===== src/crf_fifo.sv =====
// shared constants and the result fifo of the conversion ready flag block
`timescale 1ns/1ns
`default_nettype none

package crf_pkg;
    localparam int CMD_BITS = 8;
    localparam int WORD_BITS = 16;
    localparam int FIFO_DEPTH = 16;
    localparam int FIFO_W = 17;
    // communications byte fields
    localparam int COMM_RW_POS = 6;
    localparam int COMM_SEL_LSB = 0;
    localparam int COMM_SEL_W = 4;
    // register selection codes
    localparam logic [3:0] SEL_STATUS = 4'h0;
    localparam logic [3:0] SEL_MODE = 4'h1;
    localparam logic [3:0] SEL_CTRL = 4'h2;
    localparam logic [3:0] SEL_MAIN = 4'h3;
    localparam logic [3:0] SEL_AUX = 4'h4;
    localparam logic [3:0] SEL_CAL = 4'h5;
    // status register bit positions
    localparam int ST_MAIN_POS = 0;
    localparam int ST_AUX_POS = 1;
    localparam int ST_HOLD_POS = 2;
    // reset values
    localparam logic [15:0] MODE_RST = 16'h0000;
    localparam logic [15:0] CTRL_RST = 16'h0000;
    localparam logic [15:0] CAL_RST = 16'h8000;
    localparam logic [15:0] DATA_RST = 16'h0000;
    // serial states, gray along idle -> command -> data
    typedef enum logic [1:0] {
        ST_IDLE = 2'b00,
        ST_CMD = 2'b01,
        ST_DATA = 2'b11
    } crf_state_e;
endpackage

module crf_fifo #(
    parameter int W = 17,
    parameter int DEPTH = 16
) (
    input wire logic clk,
    input wire logic srst,
    input wire logic in_valid,
    output logic in_ready,
    input wire logic [W-1:0] in_data,
    output logic out_valid,
    input wire logic out_ready,
    output logic [W-1:0] out_data
);
    localparam int AW = $clog2(DEPTH);

    logic [W-1:0] mem_r [DEPTH];
    logic [AW-1:0] wp_r, wp_nxt, rp_r, rp_nxt;
    logic [AW:0] cnt_r, cnt_nxt;
    logic rdy_r, rdy_nxt;
    logic push, pop;

    assign push = in_valid && rdy_r;
    assign pop = out_valid && out_ready;
    assign in_ready = rdy_r;
    assign out_valid = (cnt_r != '0);
    assign out_data = mem_r[rp_r];

    always_comb begin
        wp_nxt = push ? wp_r + 1'b1 : wp_r;
        rp_nxt = pop ? rp_r + 1'b1 : rp_r;
        cnt_nxt = cnt_r + {{AW{1'b0}}, push} - {{AW{1'b0}}, pop};
        rdy_nxt = (cnt_nxt != DEPTH[AW:0]);
    end

    always_ff @(posedge clk) begin
        if (srst) begin
            wp_r <= '0;
            rp_r <= '0;
            cnt_r <= '0;
            rdy_r <= 1'b1;
        end else begin
            wp_r <= wp_nxt;
            rp_r <= rp_nxt;
            cnt_r <= cnt_nxt;
            rdy_r <= rdy_nxt;
        end
    end

    always_ff @(posedge clk) begin
        if (push) begin
            mem_r[wp_r] <= in_data;
        end
    end
endmodule

`default_nettype wire


===== src/crf_ready.sv =====
// conversion ready flag, serial register port and result registers
`timescale 1ns/1ns
`default_nettype none

module crf_ready (
    input wire logic clk,
    input wire logic srst,
    input wire logic reset_pin_n,
    input wire logic sclk_pin,
    input wire logic cs_pin_n,
    input wire logic din_pin,
    output logic dout,
    output logic ready_n,
    input wire logic main_enable,
    input wire logic aux_enable,
    input wire logic result_valid,
    input wire logic result_is_aux,
    input wire logic [15:0] result_data,
    output logic result_ready,
    input wire logic cal_done,
    output logic mode_start,
    output logic [15:0] mode_word,
    output logic [15:0] ctrl_word,
    output logic [15:0] cal_word
);
    // ------------------------------------------------------------
    // pin synchronisers
    // ------------------------------------------------------------
    logic [2:0] s_rst_r, s_sclk_r, s_cs_r, s_din_r;
    logic rstn_f_r, rstn_f_nxt, sclk_f_r, sclk_f_nxt, cs_f_r, cs_f_nxt;
    logic rst_all, rise, fall, cs_low;

    always_comb begin
        rstn_f_nxt = (s_rst_r[1] == s_rst_r[2]) ? s_rst_r[2] : rstn_f_r;
        sclk_f_nxt = (s_sclk_r[1] == s_sclk_r[2]) ? s_sclk_r[2] : sclk_f_r;
        cs_f_nxt = (s_cs_r[1] == s_cs_r[2]) ? s_cs_r[2] : cs_f_r;
    end

    always_ff @(posedge clk) begin
        if (srst) begin
            s_rst_r <= 3'h7;
            s_sclk_r <= 3'h0;
            s_cs_r <= 3'h7;
            s_din_r <= 3'h0;
            rstn_f_r <= 1'b1;
            sclk_f_r <= 1'b0;
            cs_f_r <= 1'b1;
        end else begin
            s_rst_r <= {s_rst_r[1:0], reset_pin_n};
            s_sclk_r <= {s_sclk_r[1:0], sclk_pin};
            s_cs_r <= {s_cs_r[1:0], cs_pin_n};
            s_din_r <= {s_din_r[1:0], din_pin};
            rstn_f_r <= rstn_f_nxt;
            sclk_f_r <= sclk_f_nxt;
            cs_f_r <= cs_f_nxt;
        end
    end

    assign rst_all = srst || !rstn_f_r;
    assign rise = sclk_f_nxt && !sclk_f_r;
    assign fall = !sclk_f_nxt && sclk_f_r;
    assign cs_low = !cs_f_r;

    // ------------------------------------------------------------
    // serial port and registers
    // ------------------------------------------------------------
    crf_pkg::crf_state_e st_r, st_nxt;
    logic [4:0] cnt_r, cnt_nxt;
    logic [15:0] isr_r, isr_nxt, osr_r, osr_nxt;
    logic rw_r, rw_nxt;
    logic [3:0] sel_r, sel_nxt;
    logic [15:0] mode_r, mode_nxt, ctrl_r, ctrl_nxt, cal_r, cal_nxt;
    logic [15:0] main_d_r, main_d_nxt, aux_d_r, aux_d_nxt;
    logic main_r, main_nxt, aux_r, aux_nxt, hold_r, hold_nxt;
    logic ready_n_r, ready_n_nxt, start_r, start_nxt;
    logic word_done, rd_done, wr_done, cmd_done;
    logic [15:0] status_w;
    logic drain_pop, drain_clear, lock;
    logic fifo_valid, fifo_aux;
    logic [15:0] fifo_data;
    logic [16:0] fifo_out;

    function automatic logic [15:0] reg_value(input logic [3:0] sel, input logic [15:0] st,
                                              input logic [15:0] md, input logic [15:0] ct,
                                              input logic [15:0] mn, input logic [15:0] ax,
                                              input logic [15:0] cl);
        case (sel)
            crf_pkg::SEL_STATUS: reg_value = st;
            crf_pkg::SEL_MODE: reg_value = md;
            crf_pkg::SEL_CTRL: reg_value = ct;
            crf_pkg::SEL_MAIN: reg_value = mn;
            crf_pkg::SEL_AUX: reg_value = ax;
            crf_pkg::SEL_CAL: reg_value = cl;
            default: reg_value = 16'h0000;
        endcase
    endfunction

    function automatic logic data_sel(input logic [3:0] sel, input logic is_aux);
        data_sel = is_aux ? (sel == crf_pkg::SEL_AUX) : (sel == crf_pkg::SEL_MAIN);
    endfunction

    always_comb begin
        status_w = 16'h0000;
        status_w[crf_pkg::ST_MAIN_POS] = main_r;
        status_w[crf_pkg::ST_AUX_POS] = aux_r;
        status_w[crf_pkg::ST_HOLD_POS] = hold_r;
    end

    assign fifo_aux = fifo_out[16];
    assign fifo_data = fifo_out[15:0];
    assign word_done = (st_r == crf_pkg::ST_DATA) && rise && (cnt_r == 5'(crf_pkg::WORD_BITS - 1));
    assign cmd_done = (st_r == crf_pkg::ST_CMD) && rise && (cnt_r == 5'(crf_pkg::CMD_BITS - 1));
    assign rd_done = word_done && rw_r;
    assign wr_done = word_done && !rw_r;
    // a read in flight from the targeted data register stalls the drain
    assign lock = (st_r == crf_pkg::ST_DATA) && rw_r && data_sel(sel_r, fifo_aux);
    assign drain_clear = fifo_valid && !lock && (fifo_aux ? aux_r : (main_r && !hold_r));
    assign drain_pop = fifo_valid && !lock && !drain_clear;

    always_comb begin
        st_nxt = st_r;
        cnt_nxt = cnt_r;
        isr_nxt = isr_r;
        osr_nxt = osr_r;
        rw_nxt = rw_r;
        sel_nxt = sel_r;
        mode_nxt = mode_r;
        ctrl_nxt = ctrl_r;
        cal_nxt = cal_r;
        start_nxt = 1'b0;
        case (st_r)
            crf_pkg::ST_IDLE: begin
                if (cs_low) begin
                    st_nxt = crf_pkg::ST_CMD;
                    cnt_nxt = 5'h00;
                end
            end
            crf_pkg::ST_CMD: begin
                if (rise) begin
                    isr_nxt = {isr_r[14:0], s_din_r[2]};
                    cnt_nxt = cnt_r + 5'h01;
                end
                if (cmd_done) begin
                    rw_nxt = isr_nxt[crf_pkg::COMM_RW_POS];
                    sel_nxt = isr_nxt[crf_pkg::COMM_SEL_LSB +: crf_pkg::COMM_SEL_W];
                    osr_nxt = reg_value(sel_nxt, status_w, mode_r, ctrl_r, main_d_r,
                                        aux_d_r, cal_r);
                    cnt_nxt = 5'h00;
                    st_nxt = crf_pkg::ST_DATA;
                end
            end
            crf_pkg::ST_DATA: begin
                if (rise) begin
                    isr_nxt = {isr_r[14:0], s_din_r[2]};
                    cnt_nxt = cnt_r + 5'h01;
                end
                if (fall && rw_r) begin
                    osr_nxt = {osr_r[14:0], 1'b0};
                end
                if (word_done) begin
                    cnt_nxt = 5'h00;
                    st_nxt = crf_pkg::ST_CMD;
                end
                if (wr_done) begin
                    case (sel_r)
                        crf_pkg::SEL_MODE: begin
                            mode_nxt = isr_nxt;
                            start_nxt = 1'b1;
                        end
                        crf_pkg::SEL_CTRL: ctrl_nxt = isr_nxt;
                        crf_pkg::SEL_CAL: cal_nxt = isr_nxt;
                        default: ;
                    endcase
                end
            end
            default: st_nxt = crf_pkg::ST_IDLE;
        endcase
        if (!cs_low) begin
            st_nxt = crf_pkg::ST_IDLE;
        end
    end

    // ------------------------------------------------------------
    // ready bits, set wins over clear
    // ------------------------------------------------------------
    always_comb begin
        main_nxt = main_r;
        aux_nxt = aux_r;
        hold_nxt = hold_r;
        main_d_nxt = main_d_r;
        aux_d_nxt = aux_d_r;
        if (rd_done && sel_r == crf_pkg::SEL_MAIN && !hold_r) begin
            main_nxt = 1'b0;
        end
        if (rd_done && sel_r == crf_pkg::SEL_AUX) begin
            aux_nxt = 1'b0;
        end
        if (drain_clear) begin
            if (fifo_aux) begin
                aux_nxt = 1'b0;
            end else begin
                main_nxt = 1'b0;
            end
        end
        if (start_nxt) begin
            hold_nxt = 1'b0;
            main_nxt = 1'b0;
            aux_nxt = 1'b0;
        end
        if (drain_pop) begin
            if (fifo_aux) begin
                aux_d_nxt = fifo_data;
                aux_nxt = 1'b1;
            end else begin
                main_d_nxt = fifo_data;
                main_nxt = 1'b1;
            end
        end
        if (cal_done) begin
            hold_nxt = 1'b1;
            main_nxt = 1'b1;
        end
        main_nxt = main_nxt && main_enable;
        aux_nxt = aux_nxt && aux_enable;
        hold_nxt = hold_nxt && main_enable;
        ready_n_nxt = !(main_nxt || aux_nxt);
    end

    always_ff @(posedge clk) begin
        if (rst_all) begin
            st_r <= crf_pkg::ST_IDLE;
            cnt_r <= 5'h00;
            isr_r <= 16'h0000;
            osr_r <= 16'h0000;
            rw_r <= 1'b0;
            sel_r <= crf_pkg::SEL_STATUS;
            mode_r <= crf_pkg::MODE_RST;
            ctrl_r <= crf_pkg::CTRL_RST;
            cal_r <= crf_pkg::CAL_RST;
            main_d_r <= crf_pkg::DATA_RST;
            aux_d_r <= crf_pkg::DATA_RST;
            main_r <= 1'b0;
            aux_r <= 1'b0;
            hold_r <= 1'b0;
            ready_n_r <= 1'b1;
            start_r <= 1'b0;
        end else begin
            st_r <= st_nxt;
            cnt_r <= cnt_nxt;
            isr_r <= isr_nxt;
            osr_r <= osr_nxt;
            rw_r <= rw_nxt;
            sel_r <= sel_nxt;
            mode_r <= mode_nxt;
            ctrl_r <= ctrl_nxt;
            cal_r <= cal_nxt;
            main_d_r <= main_d_nxt;
            aux_d_r <= aux_d_nxt;
            main_r <= main_nxt;
            aux_r <= aux_nxt;
            hold_r <= hold_nxt;
            ready_n_r <= ready_n_nxt;
            start_r <= start_nxt;
        end
    end

    assign dout = osr_r[15];
    assign ready_n = ready_n_r;
    assign mode_start = start_r;
    assign mode_word = mode_r;
    assign ctrl_word = ctrl_r;
    assign cal_word = cal_r;

    // ------------------------------------------------------------
    // result fifo
    // ------------------------------------------------------------
    crf_fifo #(
        .W(crf_pkg::FIFO_W),
        .DEPTH(crf_pkg::FIFO_DEPTH)
    ) u_fifo (
        .clk(clk),
        .srst(rst_all),
        .in_valid(result_valid),
        .in_ready(result_ready),
        .in_data({result_is_aux, result_data}),
        .out_valid(fifo_valid),
        .out_ready(drain_pop),
        .out_data(fifo_out)
    );

    // ------------------------------------------------------------
    // assertions
    // ------------------------------------------------------------
    property p_load_low;
        @(posedge clk) disable iff (rst_all)
        (drain_pop && !fifo_aux && main_enable) |=> main_r && !ready_n;
    endproperty
    a_load_low: assert property (p_load_low) else $error("ready high after main load");

    property p_read_high;
        @(posedge clk) disable iff (rst_all)
        (rd_done && sel_r == crf_pkg::SEL_MAIN && !hold_r && !drain_pop && !cal_done)
            |=> !main_r;
    endproperty
    a_read_high: assert property (p_read_high) else $error("main bit kept after read");

    property p_pre_update;
        @(posedge clk) disable iff (rst_all)
        (drain_clear && !fifo_aux && !cal_done) |=> !main_r ##1 (main_r || !main_enable);
    endproperty
    a_pre_update: assert property (p_pre_update) else $error("no high before update");

    property p_cal_low;
        @(posedge clk) disable iff (rst_all)
        (cal_done && main_enable) |=> !ready_n && hold_r;
    endproperty
    a_cal_low: assert property (p_cal_low) else $error("ready high after calibration");

    property p_nor;
        @(posedge clk) disable iff (srst)
        ready_n == !(main_r || aux_r);
    endproperty
    a_nor: assert property (p_nor) else $error("ready not nor of bits");

    property p_disabled;
        @(posedge clk) disable iff (rst_all)
        !aux_enable |=> !aux_r;
    endproperty
    a_disabled: assert property (p_disabled) else $error("disabled aux bit set");

    property p_hold;
        @(posedge clk) disable iff (rst_all)
        (hold_r && main_enable && !start_nxt) |=> main_r && !ready_n;
    endproperty
    a_hold: assert property (p_hold) else $error("ready rose before mode write");

    property p_out_load;
        @(posedge clk) disable iff (rst_all)
        (cmd_done && isr_nxt[crf_pkg::COMM_SEL_LSB +: 4] == crf_pkg::SEL_CTRL)
            |=> osr_r == $past(ctrl_r);
    endproperty
    a_out_load: assert property (p_out_load) else $error("shift reg not loaded");

    property p_write;
        @(posedge clk) disable iff (rst_all)
        (wr_done && sel_r == crf_pkg::SEL_CTRL) |=> ctrl_r == $past(isr_nxt);
    endproperty
    a_write: assert property (p_write) else $error("control write lost");

    property p_reset;
        @(posedge clk) disable iff (srst)
        !rstn_f_r |=> ready_n && st_r == crf_pkg::ST_IDLE && cal_r == crf_pkg::CAL_RST;
    endproperty
    a_reset: assert property (p_reset) else $error("reset pin ignored");

    c_main_load: cover property (@(posedge clk) drain_pop && !fifo_aux);
    c_full_read: cover property (@(posedge clk) rd_done && sel_r == crf_pkg::SEL_MAIN);
    c_cal_mode: cover property (@(posedge clk) hold_r ##[1:200] start_r);
endmodule

`default_nettype wire


===== config.mk =====
export PLATFORM = sky130hd
export DESIGN_NAME = crf_ready
export DESIGN_NICKNAME = d
export VERILOG_FILES = /design/src/crf_fifo.sv /design/src/crf_ready.sv
export SDC_FILE = /design/constraint.sdc
export NUM_CORES = 1
export LEC_CHECK = 0
export BUFFER_PORTS_ARGS = -buffer_cell sky130_fd_sc_hd__buf_4
export CAP_MARGIN = 0
export CORE_ASPECT_RATIO = 1.4
export CORE_MARGIN = 8
export CORE_UTILIZATION = 35
export CTS_CLUSTER_SIZE = 30
export DETAILED_ROUTE_END_ITERATION = 10
export GPL_ROUTABILITY_DRIVEN = 0
export HOLD_SLACK_MARGIN = 0.08
export PLACE_DENSITY_LB_ADDON = 0.15
export RECOVER_POWER = 100
export SLEW_MARGIN = 20
export SYNTH_ARGS = -nofsm -noshare
export SYNTH_HDL_FRONTEND = slang
export SYNTH_SLANG_ARGS = --single-unit

===== constraint.sdc =====
create_clock -name clk -period 5.45 [get_ports clk]
set_clock_uncertainty 0.2 [all_clocks]
set_input_delay 0.8175 -clock clk [delete_from_list [all_inputs] [get_ports clk]]
set_output_delay 0.8175 -clock clk [all_outputs]
set_load 0.03 [all_outputs]

# ---- Word level (Yosys, flattened, before mapping)
# Memory sizes are Yosys's and may differ from the RTL's. A register that Yosys moved wholly into a read port is not among the register bits.
# Index checks and enable logic that the tools add are counted.
dict set report classes {
  eq_ne 22
  n_addsub 5
  bitwise 1
  n_reduce_logical 48
  muxes 40
}
# operator n
set ops {}
lappend ops {{16-bit case mux with 6 select lines} 1}
lappend ops {{16-bit 2-to-1 mux} 4}
lappend ops {{16-bit case mux with 2 select lines} 2}
lappend ops {{1-bit logical AND} 23}
lappend ops {{1-bit 2-to-1 mux} 23}
lappend ops {{5-bit 2-to-1 mux} 4}
lappend ops {{4-bit by 2-bit equality test with 1-bit output, second input constant} 4}
lappend ops {{4-bit by 3-bit equality test with 1-bit output, second input constant} 4}
lappend ops {{5-bit case mux with 3 select lines} 1}
lappend ops {{3-bit AND reduction} 4}
lappend ops {{2-bit AND reduction} 5}
lappend ops {{4-bit by 1-bit adder with 4-bit output, second input constant} 2}
lappend ops {{4-bit by 1-bit equality test with 1-bit output, second input constant} 2}
lappend ops {{1-bit logical NOT} 8}
lappend ops {{4-bit 2-to-1 mux} 2}
lappend ops {{2-bit != test, second input constant} 3}
lappend ops {{2-bit case mux with 3 select lines} 1}
lappend ops {{5-bit by 1-bit adder with 5-bit output} 1}
lappend ops {{5-bit by 1-bit adder with 5-bit output, second input constant} 1}
lappend ops {{5-bit by 3-bit equality test with 1-bit output, second input constant} 1}
lappend ops {{5-bit by 4-bit equality test with 1-bit output, second input constant} 1}
lappend ops {{5-bit != test, second input constant} 1}
lappend ops {{5-bit nonzero test} 1}
lappend ops {{5-bit by 1-bit subtractor with 5-bit output} 1}
lappend ops {{other kinds (12)} 16}
dict set report totals {
  output_inout_bits 52
  word_cells 144
  ramBits 272
  ff_bits 158
  inputBits 27
  n_memories 1
}
# memory depth word_bits rd rd_ports_with_merged_regs wr line
set mem_list {}
lappend mem_list {u_fifo.mem_r 16 17 1 1 1 crf_fifo.sv:53} ;# logic [W-1:0] mem_r [DEPTH];

# ---- Depth between registers and ports, before layout
# Gate-level depths: netlist of run 1.
dict set report logic_depth {
  ltp_word 18
  ltp_mapped 17
  mapped_depth_nobuf 15
}

# ---- Cells and area by module
# A second synthesis of run 1 with hierarchy kept.
dict set report unflattened {
  cells_unflattened 1245
  area_unflattened_um2 17608.1
}
# module instances area_each_um2 cells_per_inst seq_area_each_um2
set by_module_without_submodules {}
lappend by_module_without_submodules {crf_fifo 1 11159.5 523 8528.2}
lappend by_module_without_submodules {crf_ready 1 6448.7 722 2882.8}

# ---- Least setup slack after synthesis of run 1
# OpenSTA, ideal clock, no wires.
dict set report synth_timing {
  kind {register to register}
  from {register u_fifo.cnt_r[3]}
  to {register u_fifo.rdy_r (netlist: u_fifo.in_ready)}
  path_slack_ns 1.711
  setup_ns 0.130
  required_time_ns 5.120
  stages_incl_launch_ff 17
  period_less_slack_ns 3.739
  arrival_time_ns 3.409
  path_buffers 1
  path_cell_list {dfxtp_1 > inv_1 > ha_1 > or4b_2 > o21ai_1 > a211o_1 > buf_2 > nand2_1 > ha_1 > inv_1 > ha_1 > fa_1 > a21oi_1 > nor2_1 > or3_1 > a21oi_1 > nand4_1}
}
dict set report synth_via {
  elab_chain_cells 8
  word_cells_on_any_way 9
  classes_between {2 x add/sub; 1 x eq/ne; 6 x reduce/logical}
}
# item line
set synth_rtl {}
lappend synth_rtl {{start: declaration} crf_fifo.sv:55} ;# logic [AW:0] cnt_r, cnt_nxt;
lappend synth_rtl {{start signal: assignment} crf_fifo.sv:81} ;# cnt_r <= cnt_nxt;
lappend synth_rtl {{5-bit nonzero test (*)} crf_fifo.sv:62} ;# assign out_valid = (cnt_r != '0);
lappend synth_rtl {{1-bit logical AND} {crf_ready.sv:117, crf_ready.sv:118}}
lappend synth_rtl {{1-bit logical AND} crf_ready.sv:117} ;# assign drain_clear = fifo_valid && !lock && (fifo_aux ? aux_r : (main_r && !hold_r));
lappend synth_rtl {{1-bit logical NOT} crf_ready.sv:118} ;# assign drain_pop = fifo_valid && !lock && !drain_clear;
lappend synth_rtl {{1-bit logical AND} crf_ready.sv:118}
lappend synth_rtl {{1-bit logical AND (*)} crf_fifo.sv:60} ;# assign pop = out_valid && out_ready;
lappend synth_rtl {{via u_fifo.pop} crf_fifo.sv:57} ;# logic push, pop;
lappend synth_rtl {{5-bit by 1-bit subtractor with 5-bit output (*)} crf_fifo.sv:68} ;# cnt_nxt = cnt_r + {{AW{1'b0}}, push} - {{AW{1'b0}}, pop};
lappend synth_rtl {{5-bit != test (*)} crf_fifo.sv:69} ;# rdy_nxt = (cnt_nxt != DEPTH[AW:0]);
lappend synth_rtl {{end signal: assignment} crf_fifo.sv:82} ;# rdy_r <= rdy_nxt;
lappend synth_rtl {{end: declaration} crf_fifo.sv:56} ;# logic rdy_r, rdy_nxt;
# Mark *: on every way through the listed nets, which the timed path passes. The rest lies on a longest branch.
# A chain may end at the register's enable or synchronous reset.

# ---- Worst setup path in the final report of run 1
dict set report layout_timing {
  from {input port srst}
  to {register osr_r[2]}
}
dict set report layout_via {
  elab_chain_cells 1
}
# item line
set layout_rtl {}
lappend layout_rtl {{start: declaration} crf_ready.sv:7} ;# input wire logic srst,
lappend layout_rtl {{1-bit logical OR} crf_ready.sv:59} ;# assign rst_all = srst || !rstn_f_r;
lappend layout_rtl {{end signal: assignment} crf_ready.sv:251} ;# osr_r <= osr_nxt;
lappend layout_rtl {{end: declaration} crf_ready.sv:69} ;# logic [15:0] isr_r, isr_nxt, osr_r, osr_nxt;
# No other way between the ends.

==> impl_metrics.yaml, run 1 <==
logic_synthesis:
  syn_nets: 1210
  syn_avg_cell_area_sq_um: 14.7
  synth_edf_count: 272
  ys_warn_count: 0
  ys_ff_latch: 434
  synthArstFlopShare: 0
  syn_area_sq_um: 17200
  synth.distinct_cells: 58
  synth_ff_type: "edfxtp_1"
  synthCells: 1169
  ys_seq_area_frac: 0.663
drt:
  first_pass_iters: 5
  drc: 0
  viasPerCell: 5.13
  drtIter0Drc: 627
  postRouteAntennaNets: 0
  routed_wl_mm: 41.2
  avgRoutedWirePerCell_microns: 21.5
  vias: 9832
placed_design:
  port_buffers: 78
  place_area_sq_um: 18600
  dp.cells: 1835
  dp_hpwl_mm: 25.4
final_layout:
  layout.cells.non_filler: 1916
  final_area_sq_um: 19600
  layout-drive-gt1-share: 0.164
  syn_to_final_growth_pct: 13.5
  nNetsFinal: 1284
  fillers: 4625
  fin_util: 0.401
cts:
  ctsResizeCount: 0
  postCtsSetupBuffers: 0
  worstSkewPairLatency_ns: 0.55
  root_buffer: "clkbuf_16"
  tritoncts: "done"
  htreeDepth: 2
  cts_sinks: 434
  numCtsBuffers: 43
  cts_hold_buf: 0
  cts.clk_slew.worst_paths_ns: 0.06
  clock_path_buffers: 3
worst_setup_path:
  crit_start: "srst"
  reg2reg_from: "st_r[0]$_SDFFE_PP0P_"
  worstSetupPathType: "in -> reg"
  crit_path_end_kind: "flop"
  arrival_ns: 4.53
  start_kind: "primary input"
  crit_required_ns: 5.61
  critPathMaxFanout: 96
die:
  fp-row-count: 96
  start_util: 0.353
  core_area_sq_um: 48800
  pin_count: 79
  dieWidth_microns: 203
  die_h_microns: 278
  die_area_sq_um: 56700
timing:
  finalHoldViolations: 0
  tightest_slew_ns: 2.43
  drv_slew: 327
  max_clock_freq_ghz: 0.229
  fin_crit_ns: 4.37
  min_period_over_period: 0.802
  setup_tns_ns: 0
  rsz0062_at_grt: "false"
  hold_slack_ns: 0.210
  relSlewSlack: -0.623
  finalSetupViolations: 0
min_path:
  hp-start: "s_rst_r[0]$_SDFF_PP1_"
  hold_class: "reg -> reg"
global_routing:
  grt_pass1_wl_mm: 63.0
  grt_usage: 0.144
  antenna_found_initial: 2
  grt_overflow: 0
  use_met2: 0.264
  met3_usage: 0.0226
  grt_pass1_vias: 10100
  grtUsageMet1: 0.172
  grt_busiest_layer: "met2"
  grt_max_degree: 97
flow_run:
  cap_violations: 10
pwr:
  p_leak_nw: 6.27
  vdd_drop_max_uv: 200
  power_density_nw_per_um2: 423
run_status:
  outcome: "finished with violations"
  violations: "capacitance limit, slew limit"
layout make-up:
type,count,area (sq um),share of cell area
sequential,434,11400,0.584
multi-input combinational,645,5460,0.279
clock buffer,57,1200,0.0615
tap,637,797,0.0408
timing repair buffer,107,483,0.0247
clock inverter,23,155,0.00793
inverter,12,45.0,0.00230
antenna,1,2.50,0.000128
cell usage after synthesis (2+ instances only):
master / instances / area share
buf_2: 22 / 0.0064
xnor2_1: 3 / 0.0015
o22ai_1: 2 / 0.00073
and3_1: 6 / 0.0022
nand3_1: 23 / 0.0067
nand2b_1: 6 / 0.0022
mux2_2: 15 / 0.0098
o31ai_1: 15 / 0.0065
edfxtp_1: 272 / 0.47
mux4_2: 83 / 0.11
buf_1: 5 / 0.0011
o21ai_0: 6 / 0.0017
xor2_1: 3 / 0.0015
o21bai_1: 3 / 0.0013
buf_4: 5 / 0.0022
nand4b_1: 2 / 0.0010
a21oi_1: 47 / 0.014
nor3_1: 7 / 0.0020
nor2_1: 110 / 0.024
nand3b_1: 2 / 0.00087
and2_1: 7 / 0.0025
ha_1: 13 / 0.0094
nand2_1: 92 / 0.020
a311oi_1: 2 / 0.0010
nand4_1: 8 / 0.0029
or2_2: 6 / 0.0022
buf_6: 3 / 0.0020
clkbuf_1: 43 / 0.0094
a21o_1: 15 / 0.0065
inv_1: 12 / 0.0026
and4b_1: 3 / 0.0017
a31oi_1: 4 / 0.0015
or3_1: 2 / 0.00073
mux2i_1: 43 / 0.025
a221oi_1: 26 / 0.013
a211oi_1: 55 / 0.024
a22oi_1: 5 / 0.0022
nor2b_1: 12 / 0.0044
dfxtp_1: 162 / 0.19
metal layers:
metal / wire, microns / vias to the layer above
li1: - / 4657
met1: 17000 / 4965
met2: 21700 / 158
met3: 1590 / 50
met4: 794 / 2
met5: 12 / -
through the flow:
| stage | power, W | setup WS [ns] |
|---|---|---|
| 2_1_floorplan | 0.00509 | 1.71 |
| 3_3_place_gp | 0.00549 | 1.11 |
| 3_5_place_dp | 0.00551 | 1.09 |
| 4_1_cts | 0.00841 | 1.07 |
| 5_1_grt | 0.00868 | 0.628 |
| 6_report | 0.00826 | 1.08 |
power breakdown:
group | total, W | switching [W] | internal (W)
Clock | 0.00286 | 0.00126 | 0.00161
Sequential | 0.00385 | 0.000142 | 0.00371
Combinational | 0.00155 | 0.000803 | 0.000742
cell families after synthesis:
kind of cell	Yosys count	share of synthesized area
DFF	434	0.663
and+or+nand+nor	293	0.0782
AOI/OAI and AO/OA	189	0.0771
muxes	143	0.145
buffers and inverters	90	0.0236
adders and majority gates	14	0.0106
xor gates and xnor gates	6	0.00305
critical path, stage by stage:
cell and delay [ns]:
clkbuf_1 0.48, nand2b_1 1.33, clkbuf_2 1.64, o22ai_1 0.24
cell usage in the layout (no fill, tap or decap), types with 12 or more instances in the layout:
master     synthesis  layout
a211oi_1          55      55
a21o_1            15      15
a21oi_1           47      46
a221oi_1          26      26
buf_4              5      21
clkbuf_1          43      92
clkbuf_16          0      45
dfxtp_1          162     161
edfxtp_1         272     272
ha_1              13      13
inv_1             12      12
mux2_2            15      15
mux2i_1           43      41
mux4_2            83      83
nand2_1           92      92
nand3_1           23      23
nor2_1           110     104
o31ai_1           15      15
final timing paths:
| path | depth (start not counted) | slack (ns) | endpoint |
|---|---|---|---|
| worst max-delay path | 4 | 1.08 | osr_r[2]$_SDFFE_PP0P_ |
| worst min-delay path | 1 | 0.21 | s_rst_r[1]$_SDFF_PP1_ |
| worst max register to register | 13 | 1.08 | u_fifo.in_ready$_SDFF_PP1_ |
| worst min register to register | 1 | 0.21 | s_rst_r[1]$_SDFF_PP1_ |
state kept, by name, indices dropped and copies added (netlist names), 16 cells and up, named ones only:
signal and cells:
u_fifo.mem_r 272, aux_d_r 16, cal_word 16, ctrl_word 16
isr_r 16, main_d_r 16, mode_word 16, osr_r 16
No activity file was read; power rests on OpenSTA's default activity.
==> inputs of run 2 (changes only) <==
clock period = 3.9 ns   (was 5.45 ns; I/O delays follow)
==> run 2 against run 1 <==
The run still ends with capacitance limit, slew limit left. Critical endpoint is now u_fifo.in_ready$_SDFF_PP1_. Die area is the same. Critical path depth grew 11. Flip-flop and latch count is the same. Critical path type is now reg -> reg. Count of clock-buffer cells in the layout grew 3.
==> impl_metrics.yaml, run 2 (synthesis results as in run 1) <==
flow_run:
  cap_violations: 6
die:
  pin_count: 79
  fp-row-count: 96
  die_h_microns: 278
  core_area_sq_um: 48800
  start_util: 0.353
  die_area_sq_um: 56700
  dieWidth_microns: 203
global_routing:
  grt_overflow: 0
  grt_usage: 0.144
  antenna_found_initial: 1
  grt_pass1_vias: 10400
  grt_max_degree: 135
  grt_pass1_wl_mm: 63.3
cts:
  tritoncts: "done"
  clock_path_buffers: 3
  worstSkewPairLatency_ns: 0.55
  cts_sinks: 434
  cts.clk_slew.worst_paths_ns: 0.06
  numCtsBuffers: 43
  root_buffer: "clkbuf_16"
  htreeDepth: 2
final_layout:
  final_cell_mix: "edfxtp_1 (272), dfxtp_1 (161), nor2_1 (101)"
  mostFrequentLayoutCell: "edfxtp_1"
  seq_area_sq_um: 11400
  nNetsFinal: 1300
  diodes: 0
  largest_reg_flops: 272
  syn_to_final_growth_pct: 14.1
  regMostFlops: "u_fifo.mem_r"
  fillers: 4653
  multi_input_area_sq_um: 5430
  final_area_sq_um: 19700
  layout-drive-gt1-share: 0.169
timing:
  relSlewSlack: -0.177
  tightest_slew_ns: 1.76
  setup_tns_ns: 0
  min_period_over_period: 0.945
  max_clock_freq_ghz: 0.271
  rsz0062_at_grt: "false"
  finalHoldViolations: 0
  fin_crit_ns: 3.69
  drv_slew: 139
  finalSetupViolations: 0
placed_design:
  dp_hpwl_mm: 26.1
  port_buffers: 78
  place_area_sq_um: 18700
pwr:
  power_density_nw_per_um2: 588
  p_clk_frac: 0.346
  pwr-share-seq: 0.461
  vdd_drop_max_uv: 303
  cellInternalPower_w: 0.00848
  comb_power_share: 0.193
  switching_share: 0.267
  p_sw_w: 0.00309
  p_leak_nw: 6.31
drt:
  drc: 0
  avgRoutedWirePerCell_microns: 21.1
  drtIter0Drc: 566
  viasPerCell: 5.13
  routed_wl_mm: 40.7
  postRouteAntennaNets: 0
  vias: 9906
  first_pass_iters: 5
run_status:
  outcome: "finished with violations"
  violations: "capacitance limit, slew limit"
worst_setup_path:
  crit_required_ns: 4.12
  start_kind: "flop"
  crit_path_end_kind: "flop"
  arrival_ns: 3.91
  critPathMaxFanout: 2
  worstSetupPathType: "reg -> reg"
min_path:
  hold_class: "in -> reg"
## run 2: cell count changes in the layout (fill, tap and decap cells not counted), moves of 4 or more
cell,delta
clkinv_1,-6
dlygate4sd3_1,+5
clkbuf_1,+7
clkbuf_4,+4
clkbuf_8,+4
## run 2: worst max-delay path: stages, from the launching register on
cell and delay, ns:
dfxtp_1 0.31, inv_1 0.09, ha_1 0.16, or4b_2 0.65, o21a_1 0.16, nand4_1 0.12
nand2_1 0.08, ha_1 0.28, inv_1 0.04, ha_1 0.20, fa_1 0.43, a21oi_1 0.16
nor2_1 0.06, or3_1 0.34, a21oi_1 0.19, nand4_1 0.10
## run 2: area by class of cell
type / count / share of cell area
clock buffers: 60 / 0.0615
clock inverters: 19 / 0.00796
inverters: 12 / 0.00229
multi-input cells: 645 / 0.276
flip-flops and latches: 434 / 0.580
well taps: 637 / 0.0405
repair buffers: 123 / 0.0309
## run 2: final timing paths
kind,from,end,slack (ns),cells past startpoint
worst max-delay path,u_fifo.cnt_r[2]$_SDFF_PP0_,u_fifo.in_ready$_SDFF_PP1_,0.21,15
worst min-delay path,srst,sclk_f_r$_SDFF_PP0_,0.12,2
worst max register to register,u_fifo.cnt_r[2]$_SDFF_PP0_,u_fifo.in_ready$_SDFF_PP1_,0.21,15
worst min register to register,s_rst_r[0]$_SDFF_PP1_,s_rst_r[1]$_SDFF_PP1_,0.21,1
## run 2: per-stage QoR
stage | total power (W) | util | cells | hold slack [ns] | setup WS (ns)
final | 0.0116 | 0.403 | 1930 | 0.122 | 0.213
after CTS | 0.0118 | 0.412 | 1930 | 0.0918 | 0.138
after floorplan | 0.00711 | - | 1169 | 0.189 | 0.161
after global placement | 0.00770 | 0.382 | 1846 | 0.193 | 0.264
after global routing | 0.0122 | 0.403 | 1930 | 0.115 | 0.00296
after detailed placement | 0.00773 | 0.382 | 1846 | 0.201 | 0.192
## run 2: metal layers
layer,share of wire,GRT usage
met1,0.39,0.162
met2,0.55,0.274
met3,0.038,0.0239
met4,0.020,0.0406
met5,0.00032,0
## run 2: power groups by stage
stage               Sequential (W)  Combinational [W]  Clock (W)
global route               0.00537            0.00250    0.00431
finish                     0.00534            0.00223    0.00400
floorplan                  0.00539            0.00172          0
CTS                        0.00534            0.00231    0.00414
detailed placement         0.00544            0.00230          0
global placement           0.00543            0.00227          0
## run 2: repair_timing
action / in CTS / in global routing
resized for setup: 0 / 1
buffers inserted: 0 / 0
endpoints found under the setup margin: 0 / 1
endpoints found under the hold margin: 5 / 0
hold buffers: 5 / 0
